--- src/verilog/hsl_defs.vh ---
// constants of the serial line unit
// assumes the controller's 8-bit port is synchronous to clk_sys and the link pins are asynchronous to it
// Operation
// - serial bits are gathered directly into one 16-bit word, with no byte stage in between.
// - the received 16-bit word is read by the controller as a low and a high byte.
// - the controller writes two transmit bytes and the unit shifts them out onto the link.
// - each link bit travels under a four-way handshake, both directions at once, no bit clock.
// - link status from the far node is read over the same port as the received bytes.
// - the controller port is full duplex and 8 bits wide.
// - buffer transfers are governed by a 14-bit word count and an 18-bit bus address.
// - up to 8 transmit and 8 receive buffer descriptors may wait in a chain.
// - completion and faults set status flags and then raise an attention output to the host.
// - a final partial word is sent or received, its end marked by the final-bit enable on send and the last line on receive.
// - received bytes are read at the two receive byte registers and status at two others.
`ifndef HSL_DEFS_VH
`define HSL_DEFS_VH
// ----------------------------------------------------------------
// port register indices
// ----------------------------------------------------------------
`define HSL_R_TX_LO     5'h10
`define HSL_R_TX_HI     5'h11
`define HSL_R_TX_CTL    5'h12
`define HSL_R_LINE_STAT 5'h13
`define HSL_R_RX_LO     5'h14
`define HSL_R_RX_HI     5'h15
`define HSL_R_RX_CTL    5'h16
`define HSL_R_RX_STAT   5'h17
// ----------------------------------------------------------------
// bit positions
// ----------------------------------------------------------------
`define HSL_B_FINAL_EN     6
`define HSL_B_FAULT_CLR    3
`define HSL_B_SEND_CLR     2
`define HSL_B_HOST_RDY     3
`define HSL_B_RECV_CLR     2
`define HSL_B_FETCH        2
// ----------------------------------------------------------------
// sizes and reset values
// ----------------------------------------------------------------
`define HSL_WORD_W   16
`define HSL_FIFO_D   8
`define HSL_FIFO_AW  3
`define HSL_DESC_W   32
`define HSL_ADDR_W   18
`define HSL_CNT_W    14
`define HSL_ADDR_INC 18'h00002
`define HSL_CTL_RST  8'h00
`endif

--- src/verilog/hsl_fifo.v ---
// parameterised fifo, valid/ready on both sides
// assumes one clock; reads the head combinationally from the array
`timescale 1ns/1ps
module hsl_fifo #(
	parameter W  = 16,
	parameter D  = 8,
	parameter AW = 3
) (
	// clock and reset
	input  wire         clk_sys,
	input  wire         arst_n,
	// fill side
	input  wire         in_valid,
	output wire         in_ready,
	input  wire [W-1:0] in_data,
	// drain side
	output wire         out_valid,
	input  wire         out_ready,
	output wire [W-1:0] out_data
);
	reg  [W-1:0] mem [0:D-1];
	reg  [AW-1:0] wr_ptr;
	reg  [AW-1:0] rd_ptr;
	reg  [AW:0]   fill;
	wire          do_wr;
	wire          do_rd;

	assign in_ready  = (fill != D[AW:0]);
	assign out_valid = (fill != {(AW+1){1'b0}});
	assign out_data  = mem[rd_ptr];
	assign do_wr     = in_valid & in_ready;
	assign do_rd     = out_valid & out_ready;

	always @(posedge clk_sys) begin
		if (do_wr) begin
			mem[wr_ptr] <= in_data;
		end
	end

	always @(posedge clk_sys or negedge arst_n) begin
		if (!arst_n) begin
			wr_ptr <= {AW{1'b0}};
			rd_ptr <= {AW{1'b0}};
			fill   <= {(AW+1){1'b0}};
		end else begin
			if (do_wr) begin
				wr_ptr <= (wr_ptr == D[AW-1:0] - 1'b1) ? {AW{1'b0}} : wr_ptr + 1'b1;
			end
			if (do_rd) begin
				rd_ptr <= (rd_ptr == D[AW-1:0] - 1'b1) ? {AW{1'b0}} : rd_ptr + 1'b1;
			end
			if (do_wr && !do_rd) begin
				fill <= fill + 1'b1;
			end else if (do_rd && !do_wr) begin
				fill <= fill - 1'b1;
			end
		end
	end
endmodule

--- src/verilog/hsl_line_unit.v ---
// line unit: 8-bit controller port, four-way handshake serial link, chain bookkeeping
// assumes link pins are asynchronous to clk_sys; controller port is synchronous
`timescale 1ns/1ps
`include "hsl_defs.vh"
module hsl_line_unit (
	// clock and reset
	input  wire                   clk_sys,
	input  wire                   arst_n,
	// controller data port
	input  wire [4:0]             port_addr,
	input  wire                   port_wr,
	input  wire                   port_rd,
	input  wire [7:0]             port_wdata,
	output reg  [7:0]             port_rdata,
	// link, transmit direction
	output reg                    tx_bit,
	output reg                    tx_there,
	output reg                    tx_last,
	input  wire                   tx_ack_in,
	// link, receive direction
	input  wire                   rx_bit_in,
	input  wire                   rx_there_in,
	input  wire                   rx_last_in,
	output reg                    rx_ack,
	// link readiness
	input  wire                   far_ready_in,
	output reg                    host_ready,
	// buffer descriptors
	input  wire                   desc_push,
	input  wire                   desc_is_rx,
	input  wire [`HSL_ADDR_W-1:0] desc_addr,
	input  wire [`HSL_CNT_W-1:0]  desc_count,
	output reg                    tx_queue_full,
	output reg                    rx_queue_full,
	output reg  [`HSL_ADDR_W-1:0] tx_dma_addr,
	output reg  [`HSL_ADDR_W-1:0] rx_dma_addr,
	// host attention
	output reg                    tx_done,
	output reg                    rx_done,
	output reg                    host_attention
);
	// ----------------------------------------------------------------
	// pin synchronisers
	// ----------------------------------------------------------------
	reg [4:0] sync_a;
	reg [4:0] sync_b;
	wire      s_tx_ack    = sync_b[0];
	wire      s_rx_bit    = sync_b[1];
	wire      s_rx_there  = sync_b[2];
	wire      s_rx_last   = sync_b[3];
	wire      s_far_ready = sync_b[4];

	always @(posedge clk_sys or negedge arst_n) begin
		if (!arst_n) begin
			sync_a <= 5'h00;
			sync_b <= 5'h00;
		end else begin
			sync_a <= {far_ready_in, rx_last_in, rx_there_in, rx_bit_in, tx_ack_in};
			sync_b <= sync_a;
		end
	end

	// ----------------------------------------------------------------
	// port decode
	// ----------------------------------------------------------------
	// byte wide port strobes
	wire wr_tx_lo  = port_wr && (port_addr == `HSL_R_TX_LO);
	wire wr_tx_hi  = port_wr && (port_addr == `HSL_R_TX_HI);
	wire wr_tx_ctl = port_wr && (port_addr == `HSL_R_TX_CTL);
	wire wr_rx_ctl = port_wr && (port_addr == `HSL_R_RX_CTL);
	wire wr_rx_st  = port_wr && (port_addr == `HSL_R_RX_STAT);
	wire clr_fault = wr_tx_ctl && port_wdata[`HSL_B_FAULT_CLR];
	wire clr_send  = wr_tx_ctl && port_wdata[`HSL_B_SEND_CLR];
	wire clr_recv  = wr_rx_ctl && port_wdata[`HSL_B_RECV_CLR];
	wire fetch     = wr_rx_st && port_wdata[`HSL_B_FETCH];

	reg [7:0] tx_lo;
	reg       final_en;

	// ----------------------------------------------------------------
	// transmit serialiser
	// ----------------------------------------------------------------
	localparam TX_IDLE = 4'b0001;
	localparam TX_SET  = 4'b0010;
	localparam TX_WAIT = 4'b0100;
	localparam TX_DROP = 4'b1000;

	reg [3:0]             tx_state;
	reg [`HSL_WORD_W-1:0] tx_shift;
	reg [3:0]             tx_idx;
	reg [3:0]             tx_end;
	reg                   tx_fault;
	reg                   tx_word_sent;
	wire                  tx_start = wr_tx_hi && (tx_state == TX_IDLE);

	// last bit of a final word is its highest set bit
	function [3:0] top_one;
		input [`HSL_WORD_W-1:0] w;
		integer i;
		begin
			top_one = 4'h0;
			for (i = 0; i < `HSL_WORD_W; i = i + 1) begin
				if (w[i]) begin
					top_one = i[3:0];
				end
			end
		end
	endfunction

	always @(posedge clk_sys or negedge arst_n) begin
		if (!arst_n) begin
			tx_state     <= TX_IDLE;
			tx_shift     <= 16'h0000;
			tx_idx       <= 4'h0;
			tx_end       <= 4'hf;
			tx_bit       <= 1'b0;
			tx_there     <= 1'b0;
			tx_last      <= 1'b0;
			tx_fault     <= 1'b0;
			tx_word_sent <= 1'b0;
		end else begin
			tx_word_sent <= 1'b0;
			case (tx_state)
			TX_IDLE: begin
				// two bytes handed over, shifted low byte first
				if (tx_start) begin
					tx_shift <= {port_wdata, tx_lo};
					tx_idx   <= 4'h0;
					tx_end   <= final_en ? top_one({port_wdata, tx_lo}) : 4'hf;
					tx_state <= TX_SET;
				end
			end
			TX_SET: begin
				// data settles one cycle before the strobe is raised
				tx_bit   <= tx_shift[0];
				tx_last  <= final_en && (tx_idx == tx_end);
				tx_state <= TX_WAIT;
			end
			TX_WAIT: begin
				// strobe high until the far end acknowledges
				tx_there <= 1'b1;
				if (tx_there && s_tx_ack) begin
					tx_there <= 1'b0;
					tx_state <= TX_DROP;
				end
			end
			TX_DROP: begin
				// wait for acknowledge to fall before the next bit
				if (!s_tx_ack) begin
					tx_shift <= {1'b0, tx_shift[`HSL_WORD_W-1:1]};
					tx_idx   <= tx_idx + 1'b1;
					if (tx_idx == tx_end) begin
						tx_last      <= 1'b0;
						tx_word_sent <= 1'b1;
						tx_state     <= TX_IDLE;
					end else begin
						tx_state <= TX_SET;
					end
				end
			end
			default: begin
				tx_state <= TX_IDLE;
			end
			endcase
			if ((wr_tx_hi && !tx_start) || (!s_far_ready && tx_state != TX_IDLE)) begin
				tx_fault <= 1'b1;
			end else if (clr_fault) begin
				tx_fault <= 1'b0;
			end
		end
	end

	// ----------------------------------------------------------------
	// receive assembler
	// ----------------------------------------------------------------
	localparam RX_WAIT = 2'b01;
	localparam RX_HOLD = 2'b10;

	reg [1:0]             rx_state;
	reg [`HSL_WORD_W-1:0] rx_shift;
	reg [3:0]             rx_idx;
	reg                   rx_push;
	reg [`HSL_WORD_W:0]   rx_push_data;
	reg                   rx_fault;
	reg                   in_message;
	wire                  rxf_ready;
	wire                  rxf_valid;
	wire [`HSL_WORD_W:0]  rxf_data;
	wire [`HSL_WORD_W-1:0] rx_next = rx_shift | ({{(`HSL_WORD_W-1){1'b0}}, s_rx_bit} << rx_idx);

	always @(posedge clk_sys or negedge arst_n) begin
		if (!arst_n) begin
			rx_state     <= RX_WAIT;
			rx_shift     <= 16'h0000;
			rx_idx       <= 4'h0;
			rx_ack       <= 1'b0;
			rx_push      <= 1'b0;
			rx_push_data <= 17'h00000;
			rx_fault     <= 1'b0;
			in_message   <= 1'b0;
		end else begin
			rx_push <= 1'b0;
			case (rx_state)
			RX_WAIT: begin
				// bits are taken only when the buffer can hold a finished word
				if (s_rx_there && rxf_ready && host_ready) begin
					rx_ack     <= 1'b1;
					in_message <= !s_rx_last;
					rx_state   <= RX_HOLD;
					// sixteen bits or a final bit close the word
					if (s_rx_last || rx_idx == 4'hf) begin
						rx_push      <= 1'b1;
						rx_push_data <= {s_rx_last, rx_next};
						rx_shift     <= 16'h0000;
						rx_idx       <= 4'h0;
					end else begin
						rx_shift <= rx_next;
						rx_idx   <= rx_idx + 1'b1;
					end
				end
			end
			RX_HOLD: begin
				// acknowledge stays up until the strobe falls
				if (!s_rx_there) begin
					rx_ack   <= 1'b0;
					rx_state <= RX_WAIT;
				end
			end
			default: begin
				rx_state <= RX_WAIT;
			end
			endcase
			// far node loss wins over clear
			if (in_message && !s_far_ready) begin
				rx_fault <= 1'b1;
			end else if (clr_recv) begin
				rx_fault <= 1'b0;
			end
		end
	end

	// finished words wait here and are read as two bytes
	hsl_fifo #(
		.W  (`HSL_WORD_W + 1),
		.D  (`HSL_FIFO_D),
		.AW (`HSL_FIFO_AW)
	) u_rx_fifo (
		.clk_sys   (clk_sys),
		.arst_n    (arst_n),
		.in_valid  (rx_push),
		.in_ready  (rxf_ready),
		.in_data   (rx_push_data),
		.out_valid (rxf_valid),
		.out_ready (fetch),
		.out_data  (rxf_data)
	);

	// ----------------------------------------------------------------
	// buffer descriptor chains
	// ----------------------------------------------------------------
	wire                   tq_in_ready;
	wire                   tq_valid;
	wire [`HSL_DESC_W-1:0] tq_data;
	wire                   rq_in_ready;
	wire                   rq_valid;
	wire [`HSL_DESC_W-1:0] rq_data;
	reg                    tx_act;
	reg                    rx_act;
	reg  [`HSL_CNT_W-1:0]  tx_cnt;
	reg  [`HSL_CNT_W-1:0]  rx_cnt;
	wire                   tq_pop = !tx_act && tq_valid;
	wire                   rq_pop = !rx_act && rq_valid;
	wire                   tx_fin = tx_act && (tx_cnt == 14'h0000 || (tx_start && tx_cnt == 14'h0001));
	wire                   rx_fin = rx_act && (rx_cnt == 14'h0000 ||
	                                           (fetch && rxf_valid && rx_cnt == 14'h0001));

	hsl_fifo #(
		.W  (`HSL_DESC_W),
		.D  (`HSL_FIFO_D),
		.AW (`HSL_FIFO_AW)
	) u_tx_desc (
		.clk_sys   (clk_sys),
		.arst_n    (arst_n),
		.in_valid  (desc_push && !desc_is_rx),
		.in_ready  (tq_in_ready),
		.in_data   ({desc_count, desc_addr}),
		.out_valid (tq_valid),
		.out_ready (tq_pop),
		.out_data  (tq_data)
	);

	hsl_fifo #(
		.W  (`HSL_DESC_W),
		.D  (`HSL_FIFO_D),
		.AW (`HSL_FIFO_AW)
	) u_rx_desc (
		.clk_sys   (clk_sys),
		.arst_n    (arst_n),
		.in_valid  (desc_push && desc_is_rx),
		.in_ready  (rq_in_ready),
		.in_data   ({desc_count, desc_addr}),
		.out_valid (rq_valid),
		.out_ready (rq_pop),
		.out_data  (rq_data)
	);

	always @(posedge clk_sys or negedge arst_n) begin
		if (!arst_n) begin
			tx_act         <= 1'b0;
			rx_act         <= 1'b0;
			tx_cnt         <= 14'h0000;
			rx_cnt         <= 14'h0000;
			tx_dma_addr    <= 18'h00000;
			rx_dma_addr    <= 18'h00000;
			tx_done        <= 1'b0;
			rx_done        <= 1'b0;
			host_attention <= 1'b0;
			tx_queue_full  <= 1'b0;
			rx_queue_full  <= 1'b0;
		end else begin
			// flags lag one cycle; a push into a full queue is lost
			tx_queue_full <= !tq_in_ready;
			rx_queue_full <= !rq_in_ready;
			// load count and address, step per word moved
			if (tq_pop) begin
				tx_act      <= 1'b1;
				tx_cnt      <= tq_data[`HSL_DESC_W-1:`HSL_ADDR_W];
				tx_dma_addr <= tq_data[`HSL_ADDR_W-1:0];
			end else if (tx_fin) begin
				tx_act <= 1'b0;
			end else if (tx_act && tx_start) begin
				tx_cnt      <= tx_cnt - 1'b1;
				tx_dma_addr <= tx_dma_addr + `HSL_ADDR_INC;
			end
			if (rq_pop) begin
				rx_act      <= 1'b1;
				rx_cnt      <= rq_data[`HSL_DESC_W-1:`HSL_ADDR_W];
				rx_dma_addr <= rq_data[`HSL_ADDR_W-1:0];
			end else if (rx_fin) begin
				rx_act <= 1'b0;
			end else if (rx_act && fetch && rxf_valid) begin
				rx_cnt      <= rx_cnt - 1'b1;
				rx_dma_addr <= rx_dma_addr + `HSL_ADDR_INC;
			end
			// sticky completion flags, set wins over clear
			if (tx_fin) begin
				tx_done <= 1'b1;
			end else if (clr_send) begin
				tx_done <= 1'b0;
			end
			if (rx_fin) begin
				rx_done <= 1'b1;
			end else if (clr_recv) begin
				rx_done <= 1'b0;
			end
			host_attention <= tx_done | rx_done | tx_fault | rx_fault;
		end
	end

	// ----------------------------------------------------------------
	// port registers and read data
	// ----------------------------------------------------------------
	always @(posedge clk_sys or negedge arst_n) begin
		if (!arst_n) begin
			tx_lo      <= `HSL_CTL_RST;
			final_en   <= 1'b0;
			host_ready <= 1'b0;
			port_rdata <= 8'h00;
		end else begin
			if (wr_tx_lo) begin
				tx_lo <= port_wdata;
			end
			if (wr_tx_ctl) begin
				final_en <= port_wdata[`HSL_B_FINAL_EN];
			end
			if (wr_rx_ctl) begin
				host_ready <= port_wdata[`HSL_B_HOST_RDY];
			end
			if (port_rd) begin
				case (port_addr)
				`HSL_R_TX_CTL: begin
					port_rdata <= {1'b0, final_en, 6'h00};
				end
				// far node status on the data port
				`HSL_R_LINE_STAT: begin
					port_rdata <= {1'b0, !s_far_ready, 2'b00, !s_tx_ack,
					               tx_state == TX_IDLE, tx_done, tx_fault};
				end
				// received word as low and high byte
				`HSL_R_RX_LO: begin
					port_rdata <= rxf_valid ? rxf_data[7:0] : 8'h00;
				end
				`HSL_R_RX_HI: begin
					port_rdata <= rxf_valid ? rxf_data[15:8] : 8'h00;
				end
				`HSL_R_RX_CTL: begin
					port_rdata <= {4'h0, host_ready, 3'b000};
				end
				`HSL_R_RX_STAT: begin
					port_rdata <= {1'b0, rx_fault, 2'b00, rxf_valid && rxf_data[16],
					               rxf_valid, rx_done, 1'b0};
				end
				default: begin
					port_rdata <= 8'h00;
				end
				endcase
			end
		end
	end
endmodule

--- config.mk ---
export PLATFORM = sky130hd
export DESIGN_NAME = hsl_line_unit
export DESIGN_NICKNAME = d
export VERILOG_FILES = /design/src/verilog/hsl_fifo.v /design/src/verilog/hsl_line_unit.v
export VERILOG_INCLUDE_DIRS = /design/src /design/src/verilog
export SDC_FILE = /design/constraint.sdc
export NUM_CORES = 1
export LEC_CHECK = 0
export BUFFER_PORTS_ARGS = -buffer_cell sky130_fd_sc_hd__buf_2
export CAP_MARGIN = 10
export CORE_MARGIN = 2
export CORE_UTILIZATION = 58
export CTS_CLUSTER_SIZE = 16
export DETAILED_ROUTE_END_ITERATION = 10
export GPL_TIMING_DRIVEN = 0
export HOLD_SLACK_MARGIN = 0.12
export PLACE_DENSITY = 0.71
export SYNTH_ARGS = -nofsm -noshare
export SYNTH_HDL_FRONTEND = slang
export SYNTH_HIERARCHICAL = 1
export SYNTH_SLANG_ARGS = --single-unit
--- constraint.sdc ---
create_clock -name clk_sys -period 7 [get_ports clk_sys]
set_clock_uncertainty 0.1 [all_clocks]
set_input_delay 1.4 -clock clk_sys [delete_from_list [all_inputs] [get_ports clk_sys]]
set_output_delay 1.4 -clock clk_sys [all_outputs]
set_load 0.03 [all_outputs]
# Word-level counts from Yosys, hierarchy flattened
# Memory sizes are Yosys's and may differ from the RTL's.
# Index checks and enable logic that the tools add are counted.
# classes
n_addsub	18
mul	0
div	0
order_cmp	0
eq_ne	36
n_shift	1
n_mux	86
bitwise_logic	10
n_reduce_logical	84
# ops
operator	count
$mux 18	6
$mux 4	27
$mux 14	6
$mux 16	3
$pmux 8 s6	1
$eq 5x5->1 const B	8
$add 18x2->18 const B	2
$logic_and 1x1->1	36
$pmux 16 s2	1
$eq 14x1->1 const B	2
$logic_not 14->1	2
$reduce_bool 2->1	14
$sub 14x1->14 const B	2
$mux 1	26
$add 4x1->4 const B	5
$add 3x1->3 const B	6
$eq 3x3->1 const B	6
$mux 3	6
$mux 8	2
$or 16x16->16	1
$pmux 4 s4	1
$shl 1x4->16	1
$logic_not 1->1	15
$reduce_and 3->1	5
21 further kinds	51
# word_totals
reg_bits	204
latch_bits	0
ram_bits	648
mem_bits_ro	0
inputBits	56
out_inout_bits	54
wordCells	280
n_memories	3
# mem_list
memory	depth	word_bits	read_ports	rd_clocked_by_memory_dff	write_ports	line	source
u_rx_desc.mem	8	32	1	0	1	hsl_fifo.v:21	reg [W-1:0] mem [0:D-1];
u_tx_desc.mem	8	32	1	0	1	hsl_fifo.v:21	
u_rx_fifo.mem	8	17	1	0	1	hsl_fifo.v:21	

# Depth between registers and ports, before layout
# Gate-level depths: netlist of the first run.
# depth
depth_word	16
depth_mapped	13
mapped_depth_nobuf	10

# By module
# The synthesis of the first run kept the hierarchy.
# modules_own_cells
module	n_inst	cells_each	area_each_um2	seq_area_each_um2
hsl_fifo (u_rx_desc)	1	435	10284.9	7937.6
hsl_fifo (u_tx_desc)	1	433	10254.8	7937.6
hsl_line_unit	1	925	8683.3	4361.7
hsl_fifo (u_rx_fifo)	1	262	5900.7	4334.2

# Least setup slack after synthesis of the first run
# Ideal clock, no wire load.
# synth_path
path_kind	input-to-reg
from	in desc_push
to	mem u_tx_desc/mem[0][0] (netlist name), enable pin
setup_ns	0.501
t_arrival_ns	4.777
t_required_ns	6.399
path_slack_ns	1.622
cell_stages	3
n_path_buf	0
cell_sequence	nor2b_1 > nand2_2 > nor4_1
# synth_between
elab_chain_cells	4
# synth_rtl
element	line	source
start, declared	hsl_line_unit.v:29	input wire desc_push,
$logic_and 1x1->1	hsl_line_unit.v:284	.in_valid (desc_push && !desc_is_rx),
$and 1x1->1	hsl_fifo.v:31	assign do_wr = in_valid & in_ready;
$mux 1	hsl_fifo.v:35	if (do_wr) begin
$mux 1 (not written as such)	hsl_fifo.v:36	mem[wr_ptr] <= in_data;
end, declared	hsl_fifo.v:21	
# Every way passes these cells.

# Worst setup path after layout of the first run
# layout_path
from	reg u_tx_desc.fill[3]
to	reg u_tx_desc.fill[3]
# layout_between
elab_chain_cells	6
word_cells_on_any_way	14
cone_classes	2 x add/sub; 1 x eq/ne; 2 x mux; 2 x bitwise; 7 x reduce/logical
# layout_rtl
element	line	source
start, declared	hsl_fifo.v:24	reg [AW:0] fill;
start signal, assigned	hsl_fifo.v:44	fill <= {(AW+1){1'b0}};
start signal, assigned	hsl_fifo.v:53	fill <= fill + 1'b1;
start signal, assigned	hsl_fifo.v:55	fill <= fill - 1'b1;
$reduce_bool 4->1 (*)	hsl_fifo.v:29	assign out_valid = (fill != {(AW+1){1'b0}});
named net tq_valid	hsl_line_unit.v:262	wire tq_valid;
$logic_and 1x1->1 (*)	hsl_line_unit.v:271	wire tq_pop = !tx_act && tq_valid;
named net tq_pop	hsl_line_unit.v:271	
$and 1x1->1 (*)	hsl_fifo.v:32	assign do_rd = out_valid & out_ready;
$logic_not 1->1	hsl_fifo.v:52	if (do_wr && !do_rd) begin
$logic_and 1x1->1	hsl_fifo.v:52	
$mux 4 / $reduce_bool 2->1 (equally long branches)	--	
# The timed path passes the listed nets; every way through them passes the cells marked *. The select of a mux whose other input is x is not followed.
# A chain may end at the register's enable or synchronous reset.

==> metrics.txt, run 1 <==
# TYPE chip_impl_metric gauge
chip_impl_info{name="status",value="complete, no violations"} 1
chip_impl_metric{name="detailed_place_hpwl",unit="um"} 54400
chip_impl_metric{name="relSlewSlack",unit="%"} 23.2
chip_impl_metric{name="mappedNetlistArea",unit="mm^2"} 0.0351
chip_impl_metric{name="design.die.area",unit="mm^2"} 0.0625
chip_impl_metric{name="n_fill_cell",unit=""} 4013
chip_impl_metric{name="timing.critical_path.required",unit="ps"} 7410
chip_impl_metric{name="final.setup.worst_slack",unit="ps"} 2360
chip_impl_metric{name="placeableCoreArea",unit="mm^2"} 0.0601
chip_impl_metric{name="clk_transition_reported_paths",unit="ps"} 60
chip_impl_metric{name="power_leakage",unit="nW"} 13.8
chip_impl_metric{name="grt_first_pass_wirelength",unit="um"} 125000
chip_impl_metric{name="floorplan.die.height",unit="um"} 250
chip_impl_metric{name="finalNetCount",unit=""} 2395
chip_impl_metric{name="clk-insertion-delay-late",unit="ps"} 650
chip_impl_metric{name="worst_ir_drop_vdd",unit="mV"} 0.250
chip_impl_metric{name="cts_hold_repair.buffers",unit=""} 0
chip_impl_metric{name="largest_net_degree_at_the_start_of_global_routing",unit=""} 114
chip_impl_metric{name="dpl_cell_area",unit="mm^2"} 0.0375
chip_impl_metric{name="clk_path_buf_depth",unit=""} 3
chip_impl_metric{name="seq_area",unit="mm^2"} 0.0246
chip_impl_metric{name="routed_wirelength",unit="um"} 81100
chip_impl_info{name="endpoint_kind",value="flop"} 1
chip_impl_metric{name="floorplan.rows",unit=""} 90
chip_impl_metric{name="initial_core_util",unit="%"} 58.4
chip_impl_metric{name="final_antenna_net_count",unit=""} 0
chip_impl_metric{name="post_drt_via_cell_ratio",unit=""} 6.28
chip_impl_info{name="hp_class",value="reg -> reg"} 1
chip_impl_metric{name="maxSlewViolCount",unit=""} 0
chip_impl_info{name="timing.critical_path.from_type",value="flop"} 1
chip_impl_metric{name="setup_violations",unit=""} 0
chip_impl_metric{name="critical_path.n_buffers_inverters",unit=""} 5
chip_impl_metric{name="remaining_drc_errors",unit=""} 0
chip_impl_metric{name="antenna_found_initial",unit=""} 4
chip_impl_info{name="tritoncts",value="built"} 1
chip_impl_metric{name="post_synth.cell_area_avg",unit="um^2"} 17.1
chip_impl_metric{name="power.density_cell_area",unit="mW/mm^2"} 316
chip_impl_metric{name="clkSinkCount",unit=""} 852
chip_impl_metric{name="cpPeakStageDelay",unit="ps"} 720
chip_impl_info{name="grt_setup_unrepaired",value="false"} 1
chip_impl_metric{name="yosys_warnings",unit=""} 6
chip_impl_info{name="synth_ff_type",value="sky130_fd_sc_hd__edfxtp_1"} 1
chip_impl_metric{name="h-tree-depth",unit=""} 3
chip_impl_metric{name="preCtsSetupSlack",unit="ps"} 1770
chip_impl_metric{name="max_clock_freq",unit="MHz"} 216
chip_impl_metric{name="yosysSeqAreaShare",unit="%"} 70.0
chip_impl_metric{name="cap_viol_max_count",unit=""} 0
chip_impl_metric{name="cts_resized",unit=""} 0
chip_impl_metric{name="port_buffers",unit=""} 106
chip_impl_info{name="timing.critical_path.cells",value="or4_1, nand2b_1, clkbuf_1, inv_1, clkbuf_1, buf_1, nand2_1, ha_1, inv_1, ha_1, or4_1, o211ai_1, o211ai_1"} 1
chip_impl_metric{name="pin_count",unit=""} 110
chip_impl_info{name="library_cell_contributing_the_largest_single_delay_on_the_critical_path",value="sky130_fd_sc_hd__or4_1"} 1
chip_impl_metric{name="cts_setup_buffers",unit=""} 0
chip_impl_metric{name="worst-slew-pin-transition",unit="ps"} 1140
chip_impl_metric{name="layout-drive-gt1-share",unit="%"} 26.2
chip_impl_metric{name="globalplace.congestion",unit=""} 0.871
chip_impl_metric{name="drt-pass1-iter-count",unit=""} 5
chip_impl_metric{name="synth_largest_type_area_fraction",unit="%"} 55.4
chip_impl_metric{name="ys_async_sr_fraction",unit="%"} 23.9
chip_impl_metric{name="layout_worst_path_cycle_share",unit="%"} 66.3
chip_impl_metric{name="crit_fanout",unit=""} 10
chip_impl_metric{name="dieWidth",unit="um"} 250
chip_impl_metric{name="period_minus_slack",unit="ps"} 4640
chip_impl_metric{name="number_of_hold_violations_in_the_final_report",unit=""} 0
chip_impl_info{name="synth.largest_area_cell",value="sky130_fd_sc_hd__edfxtp_1"} 1
chip_impl_metric{name="arrival",unit="ps"} 5050
chip_impl_metric{name="drt_iter0_drc",unit=""} 1841
chip_impl_metric{name="grt_util_all_layers",unit="%"} 26.5
chip_impl_metric{name="first_global_vias",unit=""} 20200
chip_impl_metric{name="synthesis.nets",unit=""} 2143
chip_impl_info{name="synth_top_cells_by_area",value="sky130_fd_sc_hd__edfxtp_1 (55%), sky130_fd_sc_hd__dfrtp_1 (14%), sky130_fd_sc_hd__mux4_2 (8.6%)"} 1
chip_impl_metric{name="multiInputGateArea",unit="mm^2"} 0.0101
chip_impl_info{name="root_buffer",value="sky130_fd_sc_hd__clkbuf_16"} 1
chip_impl_metric{name="finish.utilization",unit="%"} 67.2
chip_impl_info{name="worst_path_top_cell_family_by_delay",value="simple AND/OR/NAND/NOR gates"} 1
chip_impl_metric{name="timing.setup.tns",unit="ps"} 0
chip_impl_metric{name="grt_overflow",unit=""} 0
chip_impl_metric{name="ys_types",unit=""} 77
chip_impl_metric{name="synthCells",unit=""} 2055
chip_impl_metric{name="final_design_area_no_fill",unit="mm^2"} 0.0404
chip_impl_metric{name="cts_inserted_buffers",unit=""} 87
chip_impl_metric{name="via_count",unit=""} 19900
chip_impl_metric{name="avgRoutedWirePerCell",unit="um"} 25.6
chip_impl_info{name="worst-setup-path-type",value="reg -> reg"} 1
chip_impl_metric{name="yosys_register_bits",unit=""} 852
chip_impl_metric{name="synth_edf_count",unit=""} 648
chip_impl_metric{name="syn2layout_area_growth",unit="%"} 15.1
==> worst reg2reg max path, delay by kind of cell (launching register included) <==
kind / cells / cell delay, ps
AOI/OAI and AO/OA: 2 / 230
adders and majority gates: 2 / 690
buffers and inverters: 5 / 1320
DFF: 1 / 410
and+or+nand+nor: 4 / 1770
==> per-stage QoR <==
step	std cells	hold slack [ps]	power, mW
3_5_place_dp	3000	236	8.17
4_1_cts	3163	250	12.8
2_1_floorplan	2055	231	7.46
3_3_place_gp	2943	241	7.98
5_1_grt	3164	253	13.3
6_report	3164	249	12.8
==> synth_stat cells, types with 7 or more instances <==
cell type and number:
sky130_fd_sc_hd__nor2_1 102, sky130_fd_sc_hd__edfxtp_1 648, sky130_fd_sc_hd__nor2b_1 12, sky130_fd_sc_hd__nand3b_1 7, sky130_fd_sc_hd__a31oi_1 40, sky130_fd_sc_hd__nand4_1 11
sky130_fd_sc_hd__buf_2 13, sky130_fd_sc_hd__mux4_2 134, sky130_fd_sc_hd__a211oi_1 8, sky130_fd_sc_hd__mux2_2 105, sky130_fd_sc_hd__xnor2_1 27, sky130_fd_sc_hd__buf_1 10
sky130_fd_sc_hd__nand2_1 117, sky130_fd_sc_hd__clkbuf_1 56, sky130_fd_sc_hd__a21oi_1 50, sky130_fd_sc_hd__o22ai_1 7, sky130_fd_sc_hd__mux2i_1 17, sky130_fd_sc_hd__inv_1 38
sky130_fd_sc_hd__buf_6 13, sky130_fd_sc_hd__o211ai_1 9, sky130_fd_sc_hd__nor3_1 35, sky130_fd_sc_hd__dfrtp_1 198, sky130_fd_sc_hd__o21ai_0 87, sky130_fd_sc_hd__mux4_1 28
sky130_fd_sc_hd__o31ai_1 14, sky130_fd_sc_hd__xor2_1 7, sky130_fd_sc_hd__nand2b_1 21, sky130_fd_sc_hd__or4_1 30, sky130_fd_sc_hd__nor4_1 13, sky130_fd_sc_hd__nand3_1 32
sky130_fd_sc_hd__or3_1 21, sky130_fd_sc_hd__or2_2 7, sky130_fd_sc_hd__ha_1 29
==> power by group <==
| part | total (mW) | switching (mW) | internal, mW |
|---|---|---|---|
| Sequential | 6.35 | 0.378 | 5.97 |
| Clock | 4.67 | 1.93 | 2.74 |
| Combinational | 1.74 | 1.06 | 0.680 |
==> per-layer routing <==
metal  track usage (%)  part of all wire, %  wire length, um  up-vias
met4              8.04                  2.9             2310        6
met5                 0                0.042               34        -
met2              43.8                   50            40400      691
met1              36.6                   41            33300    10300
li1                  -                    -                -     8733
met3              4.77                  6.3             5080      167
==> logic make-up (layout without fill, tap and decap cells) <==
logic type	count (synthesis)	in the layout	synth area share, %
buffers and inverters	132	458	1.77
and+or+nand+nor	446	446	6.59
other	0	1	0
DFF	852	852	70.0
AOI/OAI and AO/OA	272	272	5.00
muxes	287	287	14.6
xor gates and xnor gates	34	34	0.848
adders and majority gates	32	32	1.20
==> path summary, 6_finish.rpt <==
path                                               startpoint                               to  slack [ps]  cells past startpoint
worst max-delay path            u_tx_desc/fill[3]$_DFFE_PN0P_    u_tx_desc/fill[3]$_DFFE_PN0P_        2360                     13
worst min-delay path                      sync_a[1]$_DFF_PN0_              sync_b[1]$_DFF_PN0_         250                      0
worst max register to register  u_tx_desc/fill[3]$_DFFE_PN0P_    u_tx_desc/fill[3]$_DFFE_PN0P_        2360                     13
worst min register to register            sync_a[1]$_DFF_PN0_              sync_b[1]$_DFF_PN0_         250                      0
max in group asynchronous                              arst_n  u_tx_desc/rd_ptr[1]$_DFFE_PN0P_        4990                      2
min in group asynchronous                              arst_n         tx_shift[14]$_DFFE_PN0P_         700                      1
==> cells in the final DEF, fill, tap and decap left out, types with 73 or more instances in the layout <==
cell type,count
sky130_fd_sc_hd__nor2_1,93
sky130_fd_sc_hd__dfrtp_1,198
sky130_fd_sc_hd__o21ai_0,87
sky130_fd_sc_hd__edfxtp_1,648
sky130_fd_sc_hd__nand2_1,117
sky130_fd_sc_hd__buf_2,118
sky130_fd_sc_hd__clkbuf_1,73
sky130_fd_sc_hd__mux4_2,134
sky130_fd_sc_hd__clkbuf_16,87
sky130_fd_sc_hd__mux2_2,105
==> cell type report <==
cell class                 instances  share of cell area [%]
antenna                            1                 0.00619
clock inverter                    53                    1.44
sequential                       852                    60.8
buffer                            93                    1.17
multi-input combinational       1071                    24.9
tap                              782                    2.42
inverter                          39                   0.362
timing repair buffer             163                    3.17
clock buffer                     110                    5.75
==> state kept, by name (all words and copies together), names as in the netlist, 4 cells and up <==
name and flops:
tx_cnt 14, tx_idx 4, tx_end 4, u_rx_desc/mem 256
rx_idx 4, u_tx_desc/fill 4, u_tx_desc/mem 256, u_rx_desc/fill 4
u_rx_fifo/mem 136, u_rx_fifo/fill 4, rx_cnt 14, rx_shift 16
rx_push_data 17, tx_state 4, tx_dma_addr 18, tx_lo 8
sync_b 5, tx_shift 16, sync_a 5, port_rdata 8
rx_dma_addr 18
(Power assumes the default switching activity.)
==> run 2, diff against run 1 <==
CORE_UTILIZATION = 56   (was 58)
PLACE_DENSITY = 0.72   (was 0.71)
clock period = 4.22 ns   (was 7 ns; I/O delays follow)
==> metrics.txt, run 2 (same netlist as run 1, synthesis figures left out) <==
# TYPE chip_impl_metric gauge
chip_impl_metric{name="grt_overflow",unit=""} 0
chip_impl_metric{name="period_minus_slack",unit="ps"} 4060
chip_impl_metric{name="drt_iter0_drc",unit=""} 1721
chip_impl_metric{name="final.setup.worst_slack",unit="ps"} 165
chip_impl_metric{name="clkSinkCount",unit=""} 852
chip_impl_metric{name="layout_worst_path_cycle_share",unit="%"} 96.1
chip_impl_info{name="grt_setup_unrepaired",value="false"} 1
chip_impl_metric{name="floorplan.die.height",unit="um"} 254
chip_impl_metric{name="finish.utilization",unit="%"} 65.3
chip_impl_metric{name="remaining_drc_errors",unit=""} 0
chip_impl_metric{name="setup_violations",unit=""} 0
chip_impl_metric{name="number_of_hold_violations_in_the_final_report",unit=""} 0
chip_impl_metric{name="cts_inserted_buffers",unit=""} 86
chip_impl_metric{name="antenna_found_initial",unit=""} 5
chip_impl_metric{name="cts_setup_buffers",unit=""} 0
chip_impl_info{name="endpoint_kind",value="flop"} 1
chip_impl_metric{name="maxSlewViolCount",unit=""} 0
chip_impl_metric{name="port_buffers",unit=""} 106
chip_impl_metric{name="detailed_place_hpwl",unit="um"} 54300
chip_impl_info{name="tritoncts",value="built"} 1
chip_impl_metric{name="power_switching",unit="mW"} 5.55
chip_impl_metric{name="globalplace.congestion",unit=""} 0.880
chip_impl_metric{name="largest_net_degree_at_the_start_of_global_routing",unit=""} 118
chip_impl_metric{name="avgRoutedWirePerCell",unit="um"} 24.8
chip_impl_metric{name="via_count",unit=""} 19900
chip_impl_metric{name="layout.cells.non_filler",unit=""} 3210
chip_impl_metric{name="floorplan.rows",unit=""} 91
chip_impl_metric{name="worst_ir_drop_vdd",unit="mV"} 0.446
chip_impl_metric{name="drt-pass1-iter-count",unit=""} 5
chip_impl_info{name="biggestRegsByFlops",value="u_rx_desc/mem: 256 flops, u_tx_desc/mem: 256 flops, u_rx_fifo/mem: 136 flops"} 1
chip_impl_metric{name="dpl_cell_area",unit="mm^2"} 0.0376
chip_impl_metric{name="n_fill_cell",unit=""} 4184
chip_impl_metric{name="cell_internal_pwr",unit="mW"} 15.4
chip_impl_metric{name="first_global_vias",unit=""} 19900
chip_impl_metric{name="timing.critical_path.required",unit="ps"} 4620
chip_impl_metric{name="grt_util_all_layers",unit="%"} 25.4
chip_impl_metric{name="final_design_area_no_fill",unit="mm^2"} 0.0404
chip_impl_info{name="mostFrequentLayoutCells",value="sky130_fd_sc_hd__edfxtp_1 (648), sky130_fd_sc_hd__dfrtp_1 (198), sky130_fd_sc_hd__mux4_2 (134), sky130_fd_sc_hd__buf_2 (119), sky130_fd_sc_hd__nand2_1 (116)"} 1
chip_impl_metric{name="clk_path_buf_depth",unit=""} 3
chip_impl_metric{name="design.die.area",unit="mm^2"} 0.0647
chip_impl_metric{name="crit_fanout",unit=""} 10
chip_impl_metric{name="grt_util_met1",unit="%"} 35.0
chip_impl_metric{name="max_clock_freq",unit="MHz"} 247
chip_impl_metric{name="arrival",unit="ps"} 4460
chip_impl_metric{name="power.density_cell_area",unit="mW/mm^2"} 519
chip_impl_info{name="timing.critical_path.from_type",value="flop"} 1
chip_impl_metric{name="relSlewSlack",unit="%"} 22.8
chip_impl_metric{name="worst-slew-pin-transition",unit="ps"} 1140
chip_impl_metric{name="layout-drive-gt1-share",unit="%"} 25.8
chip_impl_metric{name="dieWidth",unit="um"} 254
chip_impl_metric{name="cell_count_post_placement",unit=""} 3050
chip_impl_metric{name="routed_wirelength",unit="um"} 79800
chip_impl_metric{name="timing.setup.tns",unit="ps"} 0
chip_impl_metric{name="comb_power_share",unit="%"} 13.7
chip_impl_metric{name="p_sw_share",unit="%"} 26.5
chip_impl_metric{name="grt_first_pass_wirelength",unit="um"} 122000
chip_impl_metric{name="preCtsSetupSlack",unit="ps"} -456
chip_impl_metric{name="power_leakage",unit="nW"} 13.7
chip_impl_metric{name="share_seq_of_total_power",unit="%"} 50.4
chip_impl_info{name="layout.cells.most_common",value="sky130_fd_sc_hd__edfxtp_1"} 1
chip_impl_metric{name="pin_count",unit=""} 110
chip_impl_metric{name="grt.met3_usage",unit="%"} 5.42
chip_impl_metric{name="h-tree-depth",unit=""} 3
chip_impl_metric{name="clk_transition_reported_paths",unit="ps"} 60
chip_impl_metric{name="finalNetCount",unit=""} 2387
chip_impl_metric{name="clock_power_share",unit="%"} 35.9
chip_impl_info{name="worst-setup-path-type",value="reg -> reg"} 1
chip_impl_metric{name="placeableCoreArea",unit="mm^2"} 0.0618
chip_impl_info{name="grt_most_used_layer",value="met2"} 1
chip_impl_metric{name="grt_use_met2",unit="%"} 41.2
chip_impl_info{name="root_buffer",value="sky130_fd_sc_hd__clkbuf_16"} 1
chip_impl_info{name="status",value="complete, no violations"} 1
chip_impl_metric{name="syn2layout_area_growth",unit="%"} 15.0
chip_impl_metric{name="final_antenna_net_count",unit=""} 0
chip_impl_metric{name="post-layout-total-power",unit="mW"} 20.9
chip_impl_metric{name="post_drt_via_cell_ratio",unit=""} 6.20
chip_impl_metric{name="initial_core_util",unit="%"} 56.8
chip_impl_metric{name="cap_viol_max_count",unit=""} 0
chip_impl_metric{name="hold-worst-slack",unit="ps"} 141
chip_impl_metric{name="clk-insertion-delay-late",unit="ps"} 640
chip_impl_info{name="hp_class",value="in -> async"} 1
[run 2: changes by cell type in the layout (fill, tap and decap cells not counted), sizes merged]
cell | before | now
clkinvlp | 7 | 4
buf | 200 | 195
inv | 44 | 42
clkbuf | 166 | 158
bufinv | 10 | 8
clkinv | 31 | 42
[run 2: cell type report]
class	instances	area (um^2)	area share, %
plain buffers	91	468	1.16
repair buffers	158	1250	3.10
well taps	837	1050	2.59
multi-input cells	1071	10100	25.0
inverters	39	146	0.363
flip-flops and latches	852	24600	60.8
diodes	1	2.50	0.00620
clock buffers	104	2270	5.62
clock inverters	57	534	1.32
[run 2: timing repair]
| item | in CTS | in global routing |
|---|---|---|
| hold buffers | 0 | 0 |
| setup endpoints to repair | 1 | 2 |
| gates cloned | 0 | 0 |
| gates resized for setup | 2 | 2 |
[run 2: worst paths after layout]
path	start	end	slack [ps]	cells past startpoint
max reg2reg	u_rx_desc/fill[0]$_DFFE_PN0P_	u_rx_desc/fill[3]$_DFFE_PN0P_	160	11
min	arst_n	tx_shift[4]$_DFFE_PN0P_	140	1
max	u_rx_desc/fill[0]$_DFFE_PN0P_	u_rx_desc/fill[3]$_DFFE_PN0P_	160	11
max in group asynchronous	arst_n	tx_dma_addr[10]$_DFFE_PN0P_	2840	2
min in group clk_sys	rx_bit_in	sync_a[1]$_DFF_PN0_	220	1
min reg2reg	sync_a[2]$_DFF_PN0_	sync_b[2]$_DFF_PN0_	240	0
[run 2: power by group through the flow]
stage	sequential [mW]	combinational, mW	clock [mW]
global placement	10.7	2.59	0
global route	10.6	3.16	7.99
floorplan	10.7	1.69	0
detailed placement	10.7	2.87	0
CTS	10.5	2.88	7.65
finish	10.5	2.87	7.52
[run 2: worst max-delay path, cell delays in order (launching register included)]
cell                       delay [ps]
sky130_fd_sc_hd__dfrtp_1          500
sky130_fd_sc_hd__or4_1            570
sky130_fd_sc_hd__nand2b_1         380
sky130_fd_sc_hd__inv_1            160
sky130_fd_sc_hd__clkbuf_1         370
sky130_fd_sc_hd__o41ai_4          260
sky130_fd_sc_hd__ha_1             380
sky130_fd_sc_hd__inv_1            130
sky130_fd_sc_hd__ha_1             360
sky130_fd_sc_hd__or4_1            520
sky130_fd_sc_hd__o211ai_1         110
sky130_fd_sc_hd__o211ai_1         100
[run 2: routing by layer]
metal	part of all wire (%)	up-vias
li1	-	8733
met2	49	726
met5	0.071	-
met3	6.9	156
met4	2.9	8
met1	41	10300
==> run 3, diff against run 2 <==
ABC_CLOCK_PERIOD_IN_PS = 4220   (was not set)
CELL_PAD_IN_SITES_DETAIL_PLACEMENT = 1   (was not set)
CELL_PAD_IN_SITES_GLOBAL_PLACEMENT = 2   (was not set)
CORE_ASPECT_RATIO = 0.75   (was not set)
CORE_UTILIZATION = 43   (was 56)
==> metrics.txt, run 3 (same netlist as run 1, synthesis figures left out) <==
# TYPE chip_impl_metric gauge
chip_impl_info{name="status",value="complete, no violations"} 1
chip_impl_info{name="biggestRegsByFlops",value="u_rx_desc/mem: 256 flops, u_tx_desc/mem: 256 flops, u_rx_fifo/mem: 136 flops"} 1
chip_impl_metric{name="finish.utilization",unit="%"} 50.4
chip_impl_metric{name="multiInputGateArea",unit="mm^2"} 0.0101
chip_impl_metric{name="dpl_cell_area",unit="mm^2"} 0.0378
chip_impl_metric{name="dieWidth",unit="um"} 334
chip_impl_metric{name="routed_wirelength",unit="um"} 90700
chip_impl_info{name="root_buffer",value="sky130_fd_sc_hd__clkbuf_16"} 1
chip_impl_metric{name="post_drt_via_cell_ratio",unit=""} 5.82
chip_impl_metric{name="design.die.area",unit="mm^2"} 0.0840
chip_impl_metric{name="remaining_drc_errors",unit=""} 0
chip_impl_metric{name="hold-worst-slack",unit="ps"} 125
chip_impl_metric{name="finalNetCount",unit=""} 2387
chip_impl_metric{name="port_buffers",unit=""} 106
chip_impl_metric{name="grt_util_all_layers",unit="%"} 21.9
chip_impl_info{name="grt_setup_unrepaired",value="false"} 1
chip_impl_metric{name="first_global_vias",unit=""} 20800
chip_impl_metric{name="floorplan.rows",unit=""} 90
chip_impl_metric{name="relSlewSlack",unit="%"} 22.6
chip_impl_info{name="endpoint_kind",value="flop"} 1
chip_impl_metric{name="seq_area",unit="mm^2"} 0.0246
chip_impl_metric{name="cap_viol_max_count",unit=""} 0
chip_impl_metric{name="drt-pass1-iter-count",unit=""} 5
chip_impl_metric{name="worst_ir_drop_vdd",unit="mV"} 0.336
chip_impl_metric{name="number_of_hold_violations_in_the_final_report",unit=""} 0
chip_impl_metric{name="worst-slew-pin-transition",unit="ps"} 1140
chip_impl_metric{name="initial_core_util",unit="%"} 43.6
chip_impl_metric{name="n_fill_cell",unit=""} 7559
chip_impl_metric{name="largest_net_degree_at_the_start_of_global_routing",unit=""} 108
chip_impl_metric{name="power.density_cell_area",unit="mW/mm^2"} 519
chip_impl_metric{name="clkSinkCount",unit=""} 852
chip_impl_metric{name="arrival",unit="ps"} 4390
chip_impl_metric{name="cts_inserted_buffers",unit=""} 86
chip_impl_metric{name="max_clock_freq",unit="MHz"} 252
chip_impl_metric{name="via_count",unit=""} 20000
chip_impl_info{name="mostFrequentLayoutCells",value="sky130_fd_sc_hd__edfxtp_1 (648), sky130_fd_sc_hd__dfrtp_1 (198), sky130_fd_sc_hd__mux4_2 (134), sky130_fd_sc_hd__buf_2 (118), sky130_fd_sc_hd__nand2_1 (116)"} 1
chip_impl_info{name="tritoncts",value="built"} 1
chip_impl_info{name="timing.critical_path.from_type",value="flop"} 1
chip_impl_metric{name="clk-insertion-delay-late",unit="ps"} 660
chip_impl_metric{name="clk_transition_reported_paths",unit="ps"} 60
chip_impl_metric{name="drt_iter0_drc",unit=""} 1623
chip_impl_metric{name="clk_path_buf_depth",unit=""} 3
chip_impl_metric{name="crit_fanout",unit=""} 10
chip_impl_metric{name="layout-drive-gt1-share",unit="%"} 26.0
chip_impl_metric{name="detailed_place_hpwl",unit="um"} 62500
chip_impl_metric{name="floorplan.die.height",unit="um"} 252
chip_impl_metric{name="timing.setup.tns",unit="ps"} 0
chip_impl_metric{name="placeableCoreArea",unit="mm^2"} 0.0806
chip_impl_metric{name="register_to_register_setup_slack",unit="ps"} 240
chip_impl_metric{name="power_leakage",unit="nW"} 13.7
chip_impl_metric{name="grt_first_pass_wirelength",unit="um"} 136000
chip_impl_metric{name="setup_violations",unit=""} 0
chip_impl_metric{name="grt_overflow",unit=""} 0
chip_impl_metric{name="post-layout-total-power",unit="mW"} 21.1
chip_impl_info{name="layout.cells.most_common",value="sky130_fd_sc_hd__edfxtp_1"} 1
chip_impl_metric{name="antenna_found_initial",unit=""} 7
chip_impl_metric{name="syn2layout_area_growth",unit="%"} 15.6
chip_impl_info{name="hp_class",value="in -> async"} 1
chip_impl_metric{name="cts_setup_buffers",unit=""} 0
chip_impl_metric{name="h-tree-depth",unit=""} 3
chip_impl_info{name="worst-setup-path-type",value="reg -> reg"} 1
chip_impl_metric{name="layout_worst_path_cycle_share",unit="%"} 94.2
chip_impl_metric{name="final_design_area_no_fill",unit="mm^2"} 0.0406
chip_impl_metric{name="timing.critical_path.required",unit="ps"} 4640
chip_impl_metric{name="pin_count",unit=""} 110
chip_impl_metric{name="avgRoutedWirePerCell",unit="um"} 26.4
chip_impl_metric{name="globalplace.congestion",unit=""} 0.807
chip_impl_metric{name="maxSlewViolCount",unit=""} 0
chip_impl_metric{name="period_minus_slack",unit="ps"} 3980
chip_impl_metric{name="final_antenna_net_count",unit=""} 0
## run 3: cell count changes in the layout (fill, tap and decap cells not counted), moves of 3 or more
cell / delta
sky130_fd_sc_hd__bufinv_16: -4
sky130_fd_sc_hd__clkinv_1: -16
sky130_fd_sc_hd__clkinv_8: +3
sky130_fd_sc_hd__clkinv_2: -3
sky130_fd_sc_hd__clkbuf_8: +8
sky130_fd_sc_hd__clkbuf_1: +10
## run 3: where the power goes
group          switching, mW  internal, mW  total, mW  leakage (nW)
combinational           1.83          1.13       2.97          4.08
sequential             0.677          9.90       10.6          8.28
clock                   3.30          4.23       7.53          1.34
## run 3: metrics by stage
stage | setup WS [ps] | std cells
2_1_floorplan | 239 | 2055
3_3_place_gp | -2570 | 3219
3_5_place_dp | -850 | 3270
4_1_cts | 60.3 | 3426
5_1_grt | 4.32 | 3429
6_report | 244 | 3429
## run 3: layer usage
| metal | global-route usage (%) | up-vias | wire (um) |
|---|---|---|---|
| li1 | - | 8708 | - |
| met1 | 32.9 | 10600 | 42200 |
| met2 | 32.7 | 509 | 40800 |
| met3 | 4.77 | 120 | 5720 |
| met4 | 5.38 | 4 | 1900 |
| met5 | 0 | - | 23 |
## run 3: what timing repair did
item,CTS,global route
cloned,0,0
resized for setup,4,4
hold buffers,0,0
endpoints found under the setup margin,5,3
## run 3: cell type report
| type | count | share of cell area (%) |
|---|---|---|
| Sequential cell | 852 | 60.5 |
| Multi-Input combinational cell | 1071 | 24.9 |
| Clock buffer | 121 | 5.90 |
| Tap cell | 1058 | 3.26 |
| Timing Repair Buffer | 158 | 3.02 |
| Buffer | 91 | 1.16 |
| Clock inverter | 37 | 0.906 |
| Inverter | 39 | 0.361 |
| Antenna cell | 2 | 0.0123 |
## run 3: worst paths after layout
check	start	depth (start not counted)	endpoint
worst max-delay path	u_tx_desc/fill[3]$_DFFE_PN0P_	12	u_tx_desc/fill[3]$_DFFE_PN0P_
worst min-delay path	arst_n	1	u_rx_desc/fill[1]$_DFFE_PN0P_
worst max register to register	u_tx_desc/fill[3]$_DFFE_PN0P_	12	u_tx_desc/fill[3]$_DFFE_PN0P_
worst min register to register	sync_a[0]$_DFF_PN0_	0	sync_b[0]$_DFF_PN0_
max in group asynchronous	arst_n	2	rx_shift[15]$_DFFE_PN0P_
min in group clk_sys	rx_there_in	1	sync_a[2]$_DFF_PN0_
## run 3: critical path: stages (launching register included)
cell and delay, ps:
sky130_fd_sc_hd__dfrtp_1 430, sky130_fd_sc_hd__or4_4 640, sky130_fd_sc_hd__nand2b_2 220, sky130_fd_sc_hd__inv_1 120
sky130_fd_sc_hd__clkbuf_1 280, sky130_fd_sc_hd__clkbuf_4 320, sky130_fd_sc_hd__nand2_2 200, sky130_fd_sc_hd__ha_1 290
sky130_fd_sc_hd__inv_1 130, sky130_fd_sc_hd__ha_1 370, sky130_fd_sc_hd__or4_1 540, sky130_fd_sc_hd__o211ai_1 110
sky130_fd_sc_hd__o211ai_1 100
